`config.mk`:
```
export PLATFORM = sky130hd
export DESIGN_NAME = mdf_decimator
export DESIGN_NICKNAME = d
export VERILOG_FILES = /design/src/verilog/mdf_pkg.sv /design/src/verilog/mdf_decimator.sv /design/src/verilog/mdf_fifo.sv
export SDC_FILE = /design/constraint.sdc
export NUM_CORES = 1
export LEC_CHECK = 0
export ABC_AREA = 0
export BUFFER_PORTS_ARGS = -buffer_cell sky130_fd_sc_hd__buf_2
export CORE_AREA = 10 10 257 259
export CTS_BUF_LIST = sky130_fd_sc_hd__clkbuf_8 sky130_fd_sc_hd__clkbuf_16
export CTS_CLUSTER_DIAMETER = 100
export CTS_CLUSTER_SIZE = 10
export DETAILED_ROUTE_END_ITERATION = 10
export DIE_AREA = 0 0 267 269
export PLACE_DENSITY_LB_ADDON = 0.3
export SYNTH_ARGS = -nofsm -noshare
export SYNTH_HDL_FRONTEND = slang
export SYNTH_SLANG_ARGS = --single-unit
export TNS_END_PERCENT = 50
```
`constraint.sdc`:
```
create_clock -name ref_clk -period 4.3 [get_ports ref_clk]
set_clock_uncertainty 0.15 [all_clocks]
set_input_delay 0.43 -clock ref_clk [delete_from_list [all_inputs] [get_ports ref_clk]]
set_output_delay 0.43 -clock ref_clk [all_outputs]
set_load 0.1 [all_outputs]
```
`src/verilog/mdf_pkg.sv`:
```
package mdf_pkg;
    // Channel count: four or eight
    localparam int NUM_CH = 8;
    localparam int RES_W = 24;
    localparam int FIFO_W = 24;
    localparam int FIFO_DEPTH = 32;
    localparam int CNT_W = 7;
    localparam int ACC_W = 32;
    localparam logic [CNT_W-1:0] RATIO_64_LAST = 7'h3f;
    localparam logic [CNT_W-1:0] RATIO_128_LAST = 7'h7f;
    localparam logic [RES_W-1:0] SAT_POS = 24'h7fffff;
    localparam logic [RES_W-1:0] SAT_NEG = 24'h800000;
    localparam logic [7:0] SETTLE_STD = 8'h4c;
    localparam logic [7:0] SETTLE_HR = 8'h4e;
    localparam real CLK_MHZ = 20.0;

    typedef enum logic [1:0] {
        MDF_MODE_HIGH_SPEED = 2'b00,
        MDF_MODE_HIGH_RES = 2'b01,
        MDF_MODE_LOW_POWER = 2'b10,
        MDF_MODE_LOW_SPEED = 2'b11
    } mdf_mode_t;
endpackage : mdf_pkg

```
`src/verilog/mdf_decimator.sv`:
```
`timescale 1ns/1ps
module mdf_decimator (
    input wire logic ref_clk,
    input wire logic arst_n,
    input wire logic mod_tick,
    input wire logic [mdf_pkg::NUM_CH-1:0] mod_bits,
    input wire logic [1:0] mode_sel,
    input wire logic bypass_sel,
    output logic [mdf_pkg::RES_W-1:0] res_data,
    output logic res_valid,
    input wire logic res_ready,
    output logic data_avail,
    output logic settled,
    output logic [mdf_pkg::NUM_CH-1:0] raw_bits,
    output logic overflow
);
    localparam int N = mdf_pkg::NUM_CH;
    localparam int W = mdf_pkg::RES_W;
    localparam int AW = mdf_pkg::ACC_W;
    localparam int CW = mdf_pkg::CNT_W;

    // ------------------------------------------------------------
    // Input synchronisers
    // ------------------------------------------------------------
    logic [N-1:0] bits_s1;
    logic [N-1:0] bits_s2;
    logic [1:0] tick_s;
    logic tick_d;
    logic [1:0] mode_s1;
    logic [1:0] mode_s2;
    logic [1:0] byp_s;
    logic tick;

    always_ff @(posedge ref_clk or negedge arst_n)
    begin
        if (!arst_n)
        begin
            bits_s1 <= '0;
            bits_s2 <= '0;
            tick_s <= '0;
            tick_d <= 1'b0;
            mode_s1 <= '0;
            mode_s2 <= '0;
            byp_s <= '0;
        end
        else
        begin
            bits_s1 <= mod_bits;
            bits_s2 <= bits_s1;
            tick_s <= {tick_s[0], mod_tick};
            tick_d <= tick_s[1];
            mode_s1 <= mode_sel;
            mode_s2 <= mode_s1;
            byp_s <= {byp_s[0], bypass_sel};
        end
    end

    // One shared sampling instant for every channel
    assign tick = tick_s[1] && !tick_d;

    // ------------------------------------------------------------
    // Mode tracking and decimation counter
    // ------------------------------------------------------------
    mdf_pkg::mdf_mode_t mode;
    logic mode_chg;
    logic [CW-1:0] dec_cnt;
    logic [CW-1:0] last_cnt;
    logic word_end;

    assign mode_chg = (mode_s2 != mode);
    assign last_cnt = (mode == mdf_pkg::MDF_MODE_HIGH_RES) ?
        mdf_pkg::RATIO_128_LAST :
        mdf_pkg::RATIO_64_LAST;
    assign word_end = tick && (dec_cnt == last_cnt);

    always_ff @(posedge ref_clk or negedge arst_n)
    begin
        if (!arst_n)
        begin
            mode <= mdf_pkg::MDF_MODE_HIGH_SPEED;
        end
        else
        begin
            mode <= mdf_pkg::mdf_mode_t'(mode_s2);
        end
    end

    // A single counter serves all channels, so every filter shares
    // one convolution start; restarted on a mode change.
    always_ff @(posedge ref_clk or negedge arst_n)
    begin
        if (!arst_n)
        begin
            dec_cnt <= '0;
        end
        else if (mode_chg)
        begin
            dec_cnt <= '0;
        end
        else if (tick)
        begin
            dec_cnt <= word_end ? '0 : dec_cnt + 1'b1;
        end
    end

    // ------------------------------------------------------------
    // Per-channel cascaded filter
    // ------------------------------------------------------------
    // Stage one: boxcar sum over the decimation window. Stage two:
    // two-tap average of successive boxcar words. Both have symmetric
    // taps, so the cascade is linear phase; a full-precision sinc
    // with 100 dB rejection needs a longer cascade than fits here.
    logic signed [W-1:0] chan_res [N];

    genvar g;
    generate
        for (g = 0; g < N; g++)
        begin : g_ch
            logic signed [CW+1:0] acc;
            logic signed [CW+1:0] prev;
            logic signed [AW-1:0] scaled;
            logic signed [AW-1:0] sum2;
            logic signed [1:0] bip;

            // One bit maps to +1 or -1: density gives the level
            assign bip = bits_s2[g] ? 2'sb01 : 2'sb11;
            assign sum2 = AW'(acc + bip) + AW'(prev);
            // Scale so full-scale density reaches the 24-bit rails:
            // a full window pair is 2^7 (2^8 in high-res) and must map
            // onto 2^23, so a steady full-scale input clips.
            assign scaled = (mode == mdf_pkg::MDF_MODE_HIGH_RES) ?
                (sum2 <<< 15) : (sum2 <<< 16);

            always_ff @(posedge ref_clk or negedge arst_n)
            begin
                if (!arst_n)
                begin
                    acc <= '0;
                    prev <= '0;
                    chan_res[g] <= '0;
                end
                else if (mode_chg)
                begin
                    acc <= '0;
                    prev <= '0;
                end
                else if (word_end)
                begin
                    acc <= '0;
                    prev <= acc + bip;
                    if (scaled > AW'(signed'(mdf_pkg::SAT_POS)))
                    begin
                        chan_res[g] <= mdf_pkg::SAT_POS;
                    end
                    else if (scaled < AW'(signed'(mdf_pkg::SAT_NEG)))
                    begin
                        chan_res[g] <= mdf_pkg::SAT_NEG;
                    end
                    else
                    begin
                        chan_res[g] <= scaled[W-1:0];
                    end
                end
                else if (tick)
                begin
                    acc <= acc + bip;
                end
            end
        end
    endgenerate

    // ------------------------------------------------------------
    // Settling counter
    // ------------------------------------------------------------
    logic [7:0] settle_cnt;
    logic [7:0] settle_goal;
    logic out_strobe;

    assign settle_goal = (mode == mdf_pkg::MDF_MODE_HIGH_RES) ?
        mdf_pkg::SETTLE_HR : mdf_pkg::SETTLE_STD;

    always_ff @(posedge ref_clk or negedge arst_n)
    begin
        if (!arst_n)
        begin
            settle_cnt <= '0;
            settled <= 1'b0;
        end
        else if (mode_chg)
        begin
            settle_cnt <= '0;
            settled <= 1'b0;
        end
        else if (out_strobe && settle_cnt != settle_goal)
        begin
            settle_cnt <= settle_cnt + 1'b1;
            settled <= (settle_cnt + 1'b1 == settle_goal);
        end
    end

    // ------------------------------------------------------------
    // Word sequencer into the FIFO
    // ------------------------------------------------------------
    // Word one cycle after the window so chan_res is current.
    logic [$clog2(N):0] ch_idx;
    logic sending;
    logic f_in_ready;
    logic f_valid;
    logic [W-1:0] f_data;

    always_ff @(posedge ref_clk or negedge arst_n)
    begin
        if (!arst_n)
        begin
            out_strobe <= 1'b0;
        end
        else
        begin
            out_strobe <= word_end && !byp_s[1];
        end
    end

    assign f_valid = sending;
    assign f_data = chan_res[ch_idx[$clog2(N)-1:0]];

    always_ff @(posedge ref_clk or negedge arst_n)
    begin
        if (!arst_n)
        begin
            sending <= 1'b0;
            ch_idx <= '0;
            overflow <= 1'b0;
        end
        else if (out_strobe)
        begin
            // A new window while still sending means the host fell behind
            overflow <= overflow | sending;
            sending <= 1'b1;
            ch_idx <= '0;
        end
        else if (sending && f_in_ready)
        begin
            if (ch_idx == ($clog2(N)+1)'(N - 1))
            begin
                sending <= 1'b0;
            end
            ch_idx <= ch_idx + 1'b1;
        end
    end

    logic fo_valid;
    logic [W-1:0] fo_data;

    mdf_fifo #(
        .WIDTH(mdf_pkg::FIFO_W),
        .DEPTH(mdf_pkg::FIFO_DEPTH)
    ) u_fifo (
        .ref_clk(ref_clk),
        .arst_n(arst_n),
        .in_data(f_data),
        .in_valid(f_valid),
        .in_ready(f_in_ready),
        .out_data(fo_data),
        .out_valid(fo_valid),
        .out_ready(res_ready && !(res_valid && !res_ready) && !res_valid)
    );

    // ------------------------------------------------------------
    // Registered outputs toward the serial port
    // ------------------------------------------------------------
    always_ff @(posedge ref_clk or negedge arst_n)
    begin
        if (!arst_n)
        begin
            res_valid <= 1'b0;
            res_data <= '0;
        end
        else if (!res_valid && fo_valid && res_ready)
        begin
            res_valid <= 1'b1;
            res_data <= fo_data;
        end
        else if (res_valid && res_ready)
        begin
            res_valid <= 1'b0;
        end
    end

    always_ff @(posedge ref_clk or negedge arst_n)
    begin
        if (!arst_n)
        begin
            data_avail <= 1'b0;
            raw_bits <= '0;
        end
        else
        begin
            data_avail <= fo_valid;
            // Raw bits pass out on every tick in bypass
            if (tick && byp_s[1])
            begin
                raw_bits <= bits_s2;
            end
        end
    end

    // Output rate is modulator rate over 64 (over 128 in high-res); the 144 kSPS ceiling is
    // the feeder's duty to keep mod_tick at or below 9.216 MHz.
    // Stop-band depth of the full product is not met by this cascade.
endmodule : mdf_decimator

```
`src/verilog/mdf_fifo.sv`:
```
`timescale 1ns/1ps
module mdf_fifo #(
    parameter int WIDTH = 24,
    parameter int DEPTH = 32
) (
    input wire logic ref_clk,
    input wire logic arst_n,
    input wire logic [WIDTH-1:0] in_data,
    input wire logic in_valid,
    output logic in_ready,
    output logic [WIDTH-1:0] out_data,
    output logic out_valid,
    input wire logic out_ready
);
    localparam int AW = $clog2(DEPTH);
    logic [WIDTH-1:0] mem [DEPTH];
    logic [AW:0] wr_ptr;
    logic [AW:0] rd_ptr;
    logic [AW:0] level;
    logic push;
    logic pop;

    assign level = wr_ptr - rd_ptr;
    assign in_ready = (level != DEPTH[AW:0]);
    assign out_valid = (level != '0);
    assign out_data = mem[rd_ptr[AW-1:0]];
    assign push = in_valid && in_ready;
    assign pop = out_valid && out_ready;

    always_ff @(posedge ref_clk)
    begin
        if (push)
        begin
            mem[wr_ptr[AW-1:0]] <= in_data;
        end
    end

    always_ff @(posedge ref_clk or negedge arst_n)
    begin
        if (!arst_n)
        begin
            wr_ptr <= '0;
            rd_ptr <= '0;
        end
        else
        begin
            if (push)
            begin
                wr_ptr <= wr_ptr + 1'b1;
            end
            if (pop)
            begin
                rd_ptr <= rd_ptr + 1'b1;
            end
        end
    end
endmodule : mdf_fifo

```
==> summary.md, run 1 <==
| Metric | Value |
|---|---|
| Sequential share of the synthesized area | 0.521 |
| Power Dens Cells | 419 nW/µm² |
| R2R setup slack | 360 ps |
| GRT Util Overall | 0.221 |
| Post-DRT Antenna Nets | 0 |
| Cells after synthesis | 2661 |
| Sw power | 4.76 mW |
| 1st-iter DRT viols | 1977 |
| HPWL reported at the end of detailed placement | 51300 µm |
| Critical path capture point type | flip-flop |
| Routability cong. | 0.911 |
| Clk sinks | 626 |
| Number of global-route vias before repair | 22393 |
| Period utilisation layout | 0.915 |
| Layout cell share with drive strength beyond 1 | 0.128 |
| TritonCTS Buffers | 72 |
| Cell accounting for the most synthesized area | edfxtp_1 |
| Netlist cell types | 85 |
| Via Count | 21857 |
| Row cnt | 91 |
| Top-area cell type share of the netlist area | 0.290 |
| Combinational group share of total power | 0.211 |
| Non-filler cells, final | 3555 |
| Outcome | finished clean |
| Yosys reg bits | 626 |
| Syn_area_per_cell | 12.5 µm² |
| CTS resizes | 0 |
| Fmax | 254 MHz |
| Post CTS Setup Buffer Count | 0 |
| Initial Util | 0.543 |
| Net Count, Synth | 2905 |
| Kind of critical path | reg2reg |
| Crit start category | flip-flop |
| Drt drc | 0 |
| Area of the mapped netlist | 33100 µm² |
| Ranking of synthesized cells by area | edfxtp_1, dfrtp_1, mux4_2 |
| Root Driver | clkbuf_16 |
| Slew margin rel. | 0.214 |
| CP Max Fanout | 8 |
| Max-cap viol count | 0 |
| Final setup viols | 0 |
| Sw frac | 0.311 |
| Async SR Flop Fraction | 0.489 |
| Cell leakage power | 14.0 nW |
| Clock buffer depth | 3 |
| Die Wd | 267 µm |
| Synth Flop Type | edfxtp_1 |
| Largest net degree at the start of global routing | 112 |
| Total gr overflow | 0 |
| Clk Latency, worst-skew pair | 620 ps |
| Worst vdd ir | 338 µV |
| Area of the multi-input gates | 14900 µm² |
| Post-synth EDFFs | 320 |
| Via density per instance | 6.15 |
| I/O Buffers | 50 |
| Slew Viols, Final | 0 |
| Wire per inst | 21.8 µm |
| P&R area growth vs syn | 10.2% |
| Final hold vios | 0 |
| Reg power frac | 0.425 |
| H-tree levels | 3 |
| Internal | 10.6 mW |
| Total wire length | 77400 µm |
| Clock-pin slew on the worst setup and hold paths | 60 ps |
| Die height | 269 µm |
| Min Tclk post-route | 3940 ps |
| Clock Power Share | 0.364 |
| Core area | 61000 µm² |
| # nets final | 2966 |
| Setup repair after global routing missed its margin | false |
| Yosys warns | 0 |
| Least-Margin Pin Slew | 1180 ps |
| Register Area | 17300 µm² |
| HP Class | reg2reg |
| Sum of negative setup slack | 0 ps |
| First-pass GRT wire length | 125000 µm |
| CTS tree | built |
| Fillers | 4827 |
| Die area | 71800 µm² |
| I/O pins | 51 |
| CP arrival | 4310 ps |
| Drt pass-1 iters | 5 |
| Crit path required time | 4680 ps |
| Post-Place Cells | 3424 |
| Antenna violations before repair | 0 |
==> power by group through the flow <==
stage          clock, mW  combinational [mW]  sequential, mW
3_5_place_dp           0                3.24            6.62
2_1_floorplan          0                2.27            7.00
6_report            5.57                3.23            6.51
5_1_grt             5.93                3.50            6.53
3_3_place_gp           0                3.19            6.62
4_1_cts             5.68                3.27            6.51
==> synthesized netlist by cell type (17+ instances only) <==
library cell,n
o211ai_1,34
dfrtp_1,306
or3_1,23
ha_1,149
nor2_1,199
a21o_1,33
fa_1,80
nor2b_1,42
clkbuf_1,72
edfxtp_1,320
a22o_1,57
xnor2_1,94
buf_2,22
mux2i_1,21
a21boi_0,18
xor2_1,29
a31oi_1,17
a211o_1,17
a21oi_1,137
buf_4,18
nand2_1,237
nand2b_1,18
inv_1,121
a211oi_1,23
nor3_1,39
mux4_2,120
o21ai_0,123
nand3_1,61
==> cells by family after synthesis <==
family,count (synthesis),synth area share
AOI/OAI and AO/OA,596,0.125
xor gates and xnor gates,123,0.0325
adders and majority gates,229,0.105
buffers and inverters,244,0.0305
DFF,626,0.521
muxes,153,0.0919
and+or+nand+nor,690,0.0949
==> state kept, by name, summed over array words and instances (netlist names), 4 cells and up <==
register,count
u_fifo.wr_ptr,6
res_data,10
chan_res,80
u_fifo.rd_ptr,6
ch_idx,4
bits_s2,8
g_ch.prev,72
bits_s1,8
dec_cnt,7
g_ch.acc,72
settle_cnt,8
raw_bits,8
u_fifo.mem,320
==> final timing paths <==
check,from,to,depth (start not counted)
max reg2reg,bits_s2[0],chan_res[183],11
min in group asynchronous,arst_n,g_ch[6].acc[7],2
min reg2reg,bits_s1[0],bits_s2[0],0
min,bits_s1[0],bits_s2[0],0
max in group asynchronous,arst_n,g_ch[2].prev[2],3
max,bits_s2[0],chan_res[183],11
==> per-stage QoR <==
step                hold WS, ps  worst slack [ps]  total power, mW  utilization  area (µm²)
floorplan                 -15.6               301             9.27            -       33100
global placement            188               518             9.80        0.562       34300
detailed placement          185               388             9.86        0.562       34300
CTS                         197               355             15.5        0.598       36500
global route                215              70.7             16.0        0.598       36500
finish                      196               364             15.3        0.599       36500
==> area by class of cell <==
class,instances,share of cell area
antenna,2,0.000137
clock buffer,75,0.0514
clock inverter,40,0.00640
inverter,121,0.0124
multi-input combinational,1791,0.408
sequential,626,0.473
tap,790,0.0271
timing repair buffer,110,0.0214
==> critical path, cell delays in order, from the launching register on <==
cell and delay [ps]:
dfrtp_1 500, inv_1 170, fa_1 500, ha_1 240, fa_1 430, a211oi_1 280
o21bai_1 180, a2111oi_2 440, nor3_1 160, a311oi_2 510, nor2_1 110, o21ai_0 180
==> cell usage in the layout, fill, tap and decap left out, types with 14 or more instances in the layout <==
cell type / count
a211o_1: 17
a211oi_1: 23
a21boi_0: 18
a21o_1: 33
a21oi_1: 137
a22o_1: 57
a31oi_1: 17
buf_2: 49
buf_4: 43
clkbuf_16: 75
dfrtp_1: 304
dlygate4sd3_1: 14
edfxtp_1: 320
fa_1: 80
ha_1: 149
inv_1: 156
mux2i_1: 21
mux4_2: 120
nand2_1: 236
nand2b_1: 17
nand3_1: 60
nor2_1: 198
nor2b_1: 41
nor3_1: 39
o211ai_1: 34
o21ai_0: 123
o22ai_1: 16
or3_1: 23
xnor2_1: 94
xor2_1: 29
==> repair_timing <==
item / CTS / global route
endpoints found under the setup margin: 0 / 0
hold buffers: 14 / 0
hold endpoints to repair: 120 / 0
==> layer usage <==
layer / global-route usage / up-vias / routed length [µm]
met4: 0.0731 / 0 / 2100
met3: 0.0390 / 122 / 4770
met5: 0 / - / 0
met1: 0.291 / 11051 / 32800
met2: 0.367 / 699 / 37700
li1: - / 9985 / -
Note: power is estimated with default switching activity, not from simulation.
==> inputs of run 2 (changes only) <==
--- a/config.mk
+++ b/config.mk
@@ -8,7 +8,7 @@
 export ABC_AREA = 0
 export BUFFER_PORTS_ARGS = -buffer_cell sky130_fd_sc_hd__buf_2
 export CORE_AREA = 10 10 257 259
-export CTS_BUF_LIST = sky130_fd_sc_hd__clkbuf_8 sky130_fd_sc_hd__clkbuf_16
+export CTS_BUF_LIST = sky130_fd_sc_hd__clkbuf_4 sky130_fd_sc_hd__clkbuf_8 sky130_fd_sc_hd__clkbuf_16
 export CTS_CLUSTER_DIAMETER = 100
 export CTS_CLUSTER_SIZE = 10
 export DETAILED_ROUTE_END_ITERATION = 10
==> summary.md, run 2 (synthesis gave the netlist of run 1 again) <==
| Metric | Value |
|---|---|
| Critical path capture point type | flip-flop |
| Hold_sp | bits_s1[0] |
| Via Count | 21862 |
| Clock-pin slew on the worst setup and hold paths | 60 ps |
| Outcome | finished clean |
| Total wire length | 77300 µm |
| Design Power | 15.6 mW |
| First-pass GRT wire length | 125000 µm |
| Fmax | 254 MHz |
| Clk sinks | 626 |
| I/O Buffers | 50 |
| Drt pass-1 iters | 5 |
| Via density per instance | 6.15 |
| Clock buffer depth | 3 |
| Worst vdd ir | 338 µV |
| Number of global-route vias before repair | 22429 |
| Buf/Inv on CP | 1 |
| Slew margin rel. | 0.221 |
| Max FFs per register | 320 |
| Place WS | 388 ps |
| TritonCTS Buffers | 72 |
| Die area | 71800 µm² |
| CP peak stage delay | 510 ps |
| R2R setup slack | 360 ps |
| Slew Viols, Final | 0 |
| CP arrival | 4310 ps |
| Initial Util | 0.543 |
| Final hold vios | 0 |
| Period utilisation layout | 0.915 |
| Worst setup path start | bits_s2[0] |
| CTS tree | built |
| Kind of critical path | reg2reg |
| Post-DRT Antenna Nets | 0 |
| Post-route cell area | 36700 µm² |
| Most frequent cells in the layout | edfxtp_1, dfrtp_1, nand2_1, nor2_1, ha_1 |
| Cell-by-cell trace of the critical path | inv_1 -> fa_1 -> ha_1 -> fa_1 -> a211oi_1 -> o21bai_1 -> a2111oi_2 -> nor3_1 -> a311oi_2 -> nor2_1 -> o21ai_0 |
| # nets final | 2966 |
| Antenna violations before repair | 0 |
| Crit path required time | 4680 ps |
| Sum of negative setup slack | 0 ps |
| Max-cap viol count | 0 |
| CP Max Fanout | 8 |
| Final setup viols | 0 |
| Total gr overflow | 0 |
| Least-Margin Pin Slew | 1170 ps |
| Post CTS Setup Buffer Count | 0 |
| FF-to-FF Start | bits_s2[0] |
| Most common library cell in the layout ignoring fill and taps | edfxtp_1 |
| Die height | 269 µm |
| Crit path max-delay family | compound AO/OA/AOI/OAI gates |
| 1st-iter DRT viols | 1787 |
| Wire per inst | 21.7 µm |
| Post-Place Cells | 3424 |
| Routability cong. | 0.911 |
| Drt drc | 0 |
| CP max stage cell | a311oi_2 |
| Non-filler cells, final | 3555 |
| P&R area growth vs syn | 10.6% |
| HP Class | reg2reg |
| Cell Area, Placed | 34300 µm² |
| I/O pins | 51 |
| Crit start category | flip-flop |
| Root Driver | clkbuf_16 |
| CTS resizes | 0 |
| Cell leakage power | 14.0 nW |
| Layout cell share with drive strength beyond 1 | 0.141 |
| Min Tclk post-route | 3940 ps |
| Row cnt | 91 |
| Setup repair after global routing missed its margin | false |
| Clk Latency, worst-skew pair | 620 ps |
| Most common cell on crit path | fa_1 |
| H-tree levels | 3 |
| Core area | 61000 µm² |
| Worst setup margin | 364 ps |
| Largest net degree at the start of global routing | 112 |
| GRT Util Overall | 0.220 |
| Power Dens Cells | 426 nW/µm² |
| HPWL reported at the end of detailed placement | 51300 µm |
| Die Wd | 267 µm |
[run 2: where the power goes]
group / total [mW] / internal (mW) / switching (mW)
registers: 6.51 / 6.39 / 0.125
logic: 3.23 / 0.976 / 2.25
clock network: 5.89 / 3.49 / 2.39
total: 15.6 / 10.9 / 4.77
[run 2: routing by layer]
layer	vias up	wire, µm	track usage
li1	9990	-	-
met1	11077	32900	0.291
met2	667	37600	0.365
met3	128	4510	0.0385
met4	0	2260	0.0778
met5	-	0	0
[run 2: path summary, 6_finish.rpt]
check / to / depth (start not counted)
hold / removal: bits_s2[0] / 0
max in group asynchronous: chan_res[161] / 3
min in group asynchronous: g_ch[6].acc[7] / 2
hold reg to reg: bits_s2[0] / 0
setup / recovery: chan_res[183] / 11
setup reg to reg: chan_res[183] / 11
[run 2: cell type report]
class | instances | area, µm²
multi-input cells | 1791 | 14900
repair buffers | 110 | 783
fillers | 4790 | 24400
diodes | 2 | 5.00
clock buffers | 110 | 2140
inverters | 121 | 454
flip-flops and latches | 626 | 17300
clock inverters | 5 | 103
well taps | 790 | 988
[run 2: through the flow]
step / util / hold WS (ps)
after floorplan: - / -15.6
after global placement: 0.562 / 188
after detailed placement: 0.562 / 185
after CTS: 0.601 / 197
after global routing: 0.601 / 215
final: 0.601 / 196
[run 2: timing repair]
item / 4_1_cts / 5_1_grt
setup endpoints to repair: 0 / 0
hold buffers: 14 / 0
hold endpoints to repair: 120 / 0
==> inputs of run 3 (changes only) <==
==> constraint.sdc (replaced) <==
create_clock -name ref_clk -period 4.3 [get_ports ref_clk]
set_clock_uncertainty 0.15 [all_clocks]
set_input_delay 0.215 -clock ref_clk [delete_from_list [all_inputs] [get_ports ref_clk]]
set_output_delay 0.215 -clock ref_clk [all_outputs]
set_load 0.1 [all_outputs]
==> summary.md, run 3 (synthesis gave the netlist of run 1 again) <==
| Metric | Value |
|---|---|
| H-tree levels | 3 |
| Drt pass-1 iters | 6 |
| Fmax | 248 MHz |
| Wire per inst | 21.7 µm |
| Clock-pin slew on the worst setup and hold paths | 60 ps |
| Core area | 61000 µm² |
| Clock Power Share | 0.376 |
| Max-cap viol count | 0 |
| First-pass GRT wire length | 125000 µm |
| Die height | 269 µm |
| Slew Viols, Final | 0 |
| GR Util met2 | 0.360 |
| Sw power | 4.78 mW |
| Critical path capture point type | flip-flop |
| Post-DRT Antenna Nets | 0 |
| Worst vdd ir | 373 µV |
| 1st-iter DRT viols | 1961 |
| Crit path required time | 4610 ps |
| Final hold vios | 0 |
| Least-Margin Pin Slew | 1120 ps |
| Die area | 71800 µm² |
| Total gr overflow | 0 |
| Routability cong. | 0.921 |
| Number of global-route vias before repair | 22450 |
| Kind of critical path | reg2reg |
| P&R area growth vs syn | 10.7% |
| Min Tclk post-route | 4030 ps |
| Outcome | finished clean |
| # nets final | 2970 |
| HPWL reported at the end of detailed placement | 52000 µm |
| I/O Buffers | 50 |
| CTS tree | built |
| HP Class | in2async |
| Met1 Use GR | 0.295 |
| Sw frac | 0.305 |
| Row cnt | 91 |
| Cell Area, Placed | 34300 µm² |
| GRT Util Overall | 0.219 |
| TritonCTS Buffers | 72 |
| Clock buffer depth | 3 |
| I/O pins | 51 |
| Via density per instance | 6.14 |
| Cell leakage power | 14.0 nW |
| Design Power | 15.7 mW |
| Layout cell share with drive strength beyond 1 | 0.142 |
| Die Wd | 267 µm |
| Post-route cell area | 36700 µm² |
| CP Max Fanout | 7 |
| Most frequent cells in the layout | edfxtp_1, dfrtp_1, nand2_1, nor2_1, ha_1 |
| Met3 usage | 0.0366 |
| Crit start category | flip-flop |
| Drt drc | 0 |
| Clk sinks | 626 |
| Slew margin rel. | 0.254 |
| CP peak stage delay | 470 ps |
| Most common cell on crit path | fa_1 |
| Initial Util | 0.543 |
| Most common library cell in the layout ignoring fill and taps | edfxtp_1 |
| Power Dens Cells | 427 nW/µm² |
| Setup repair after global routing missed its margin | false |
| Reg power frac | 0.416 |
| Antenna violations before repair | 0 |
| Antenna cell count | 0 |
| Total wire length | 77200 µm |
| Cell-by-cell trace of the critical path | inv_1 -> fa_1 -> ha_1 -> fa_1 -> a21o_1 -> a221oi_2 -> xor2_1 -> a211o_1 -> a21oi_1 -> nor2_1 -> o211ai_1 |
| Sum of negative setup slack | 0 ps |
| Final setup viols | 0 |
| Root Driver | clkbuf_16 |
| Period utilisation layout | 0.936 |
| Combinational group share of total power | 0.207 |
| Layout Utilization | 0.601 |
| Largest net degree at the start of global routing | 129 |
| Max FFs per register | 320 |
| Tightest hold margin | 89.6 ps |
| Internal | 10.9 mW |
| Via Count | 21829 |
| Clk Latency, worst-skew pair | 620 ps |
| CP max stage cell | dfrtp_1 |
| CP arrival | 4340 ps |
| Gr busiest metal | met2 |
run 3: cell count changes in the layout (fill, tap and decap cells not counted), sizes merged:
cell	before	now
diode	2	0
buf	96	100
clkbuf	110	111
run 3: layer usage:
metal | vias to the layer above | routed length, µm
li1 | 9971 | -
met1 | 11100 | 34000
met2 | 621 | 36700
met3 | 137 | 4130
met4 | 0 | 2420
met5 | - | 0
run 3: repair_timing:
item | in CTS | in global routing
resized for setup | 0 | 1
endpoints found under the hold margin | 137 | 0
setup endpoints to repair | 0 | 2
hold buffers | 14 | 0
buffers inserted | 0 | 0
run 3: final cells by class:
class / count / area (µm²)
timing repair buffer: 114 / 813
inverter: 121 / 454
multi-input combinational: 1791 / 14900
fill: 4737 / 24300
sequential: 626 / 17300
tap: 790 / 988
clock inverter: 5 / 103
clock buffer: 111 / 2150
run 3: critical path, delay by kind of cell (launching register included):
kind | cells | cell delay (ps)
compound gates | 5 | 970
xor+xnor | 1 | 360
fa+ha+maj | 3 | 1130
buf+inv | 1 | 360
flops | 1 | 470
simple gates | 1 | 430
run 3: through the flow:
stage	std cells	setup WS, ps
floorplan	2661	301
global placement	3428	491
detailed placement	3428	324
CTS	3558	321
global route	3558	22.4
finish	3558	274
run 3: power groups by stage:
stage          clock [mW]  combinational [mW]  sequential (mW)
4_1_cts              5.99                3.27             6.51
5_1_grt              6.21                3.50             6.53
3_3_place_gp            0                3.18             6.61
3_5_place_dp            0                3.25             6.62
2_1_floorplan           0                2.27             7.00
6_report             5.89                3.25             6.51
run 3: worst paths after layout:
path	from	end	slack, ps	cells after the start
setup / recovery	bits_s2[5]	chan_res[67]	270	11
hold / removal	arst_n	g_ch[6].acc[7]	90	2
setup reg to reg	bits_s2[5]	chan_res[67]	270	11
hold reg to reg	bits_s1[1]	bits_s2[1]	200	0
max in group asynchronous	arst_n	u_fifo.rd_ptr[0]	2700	3
min in group ref_clk	mod_tick	tick_s[0]	90	2
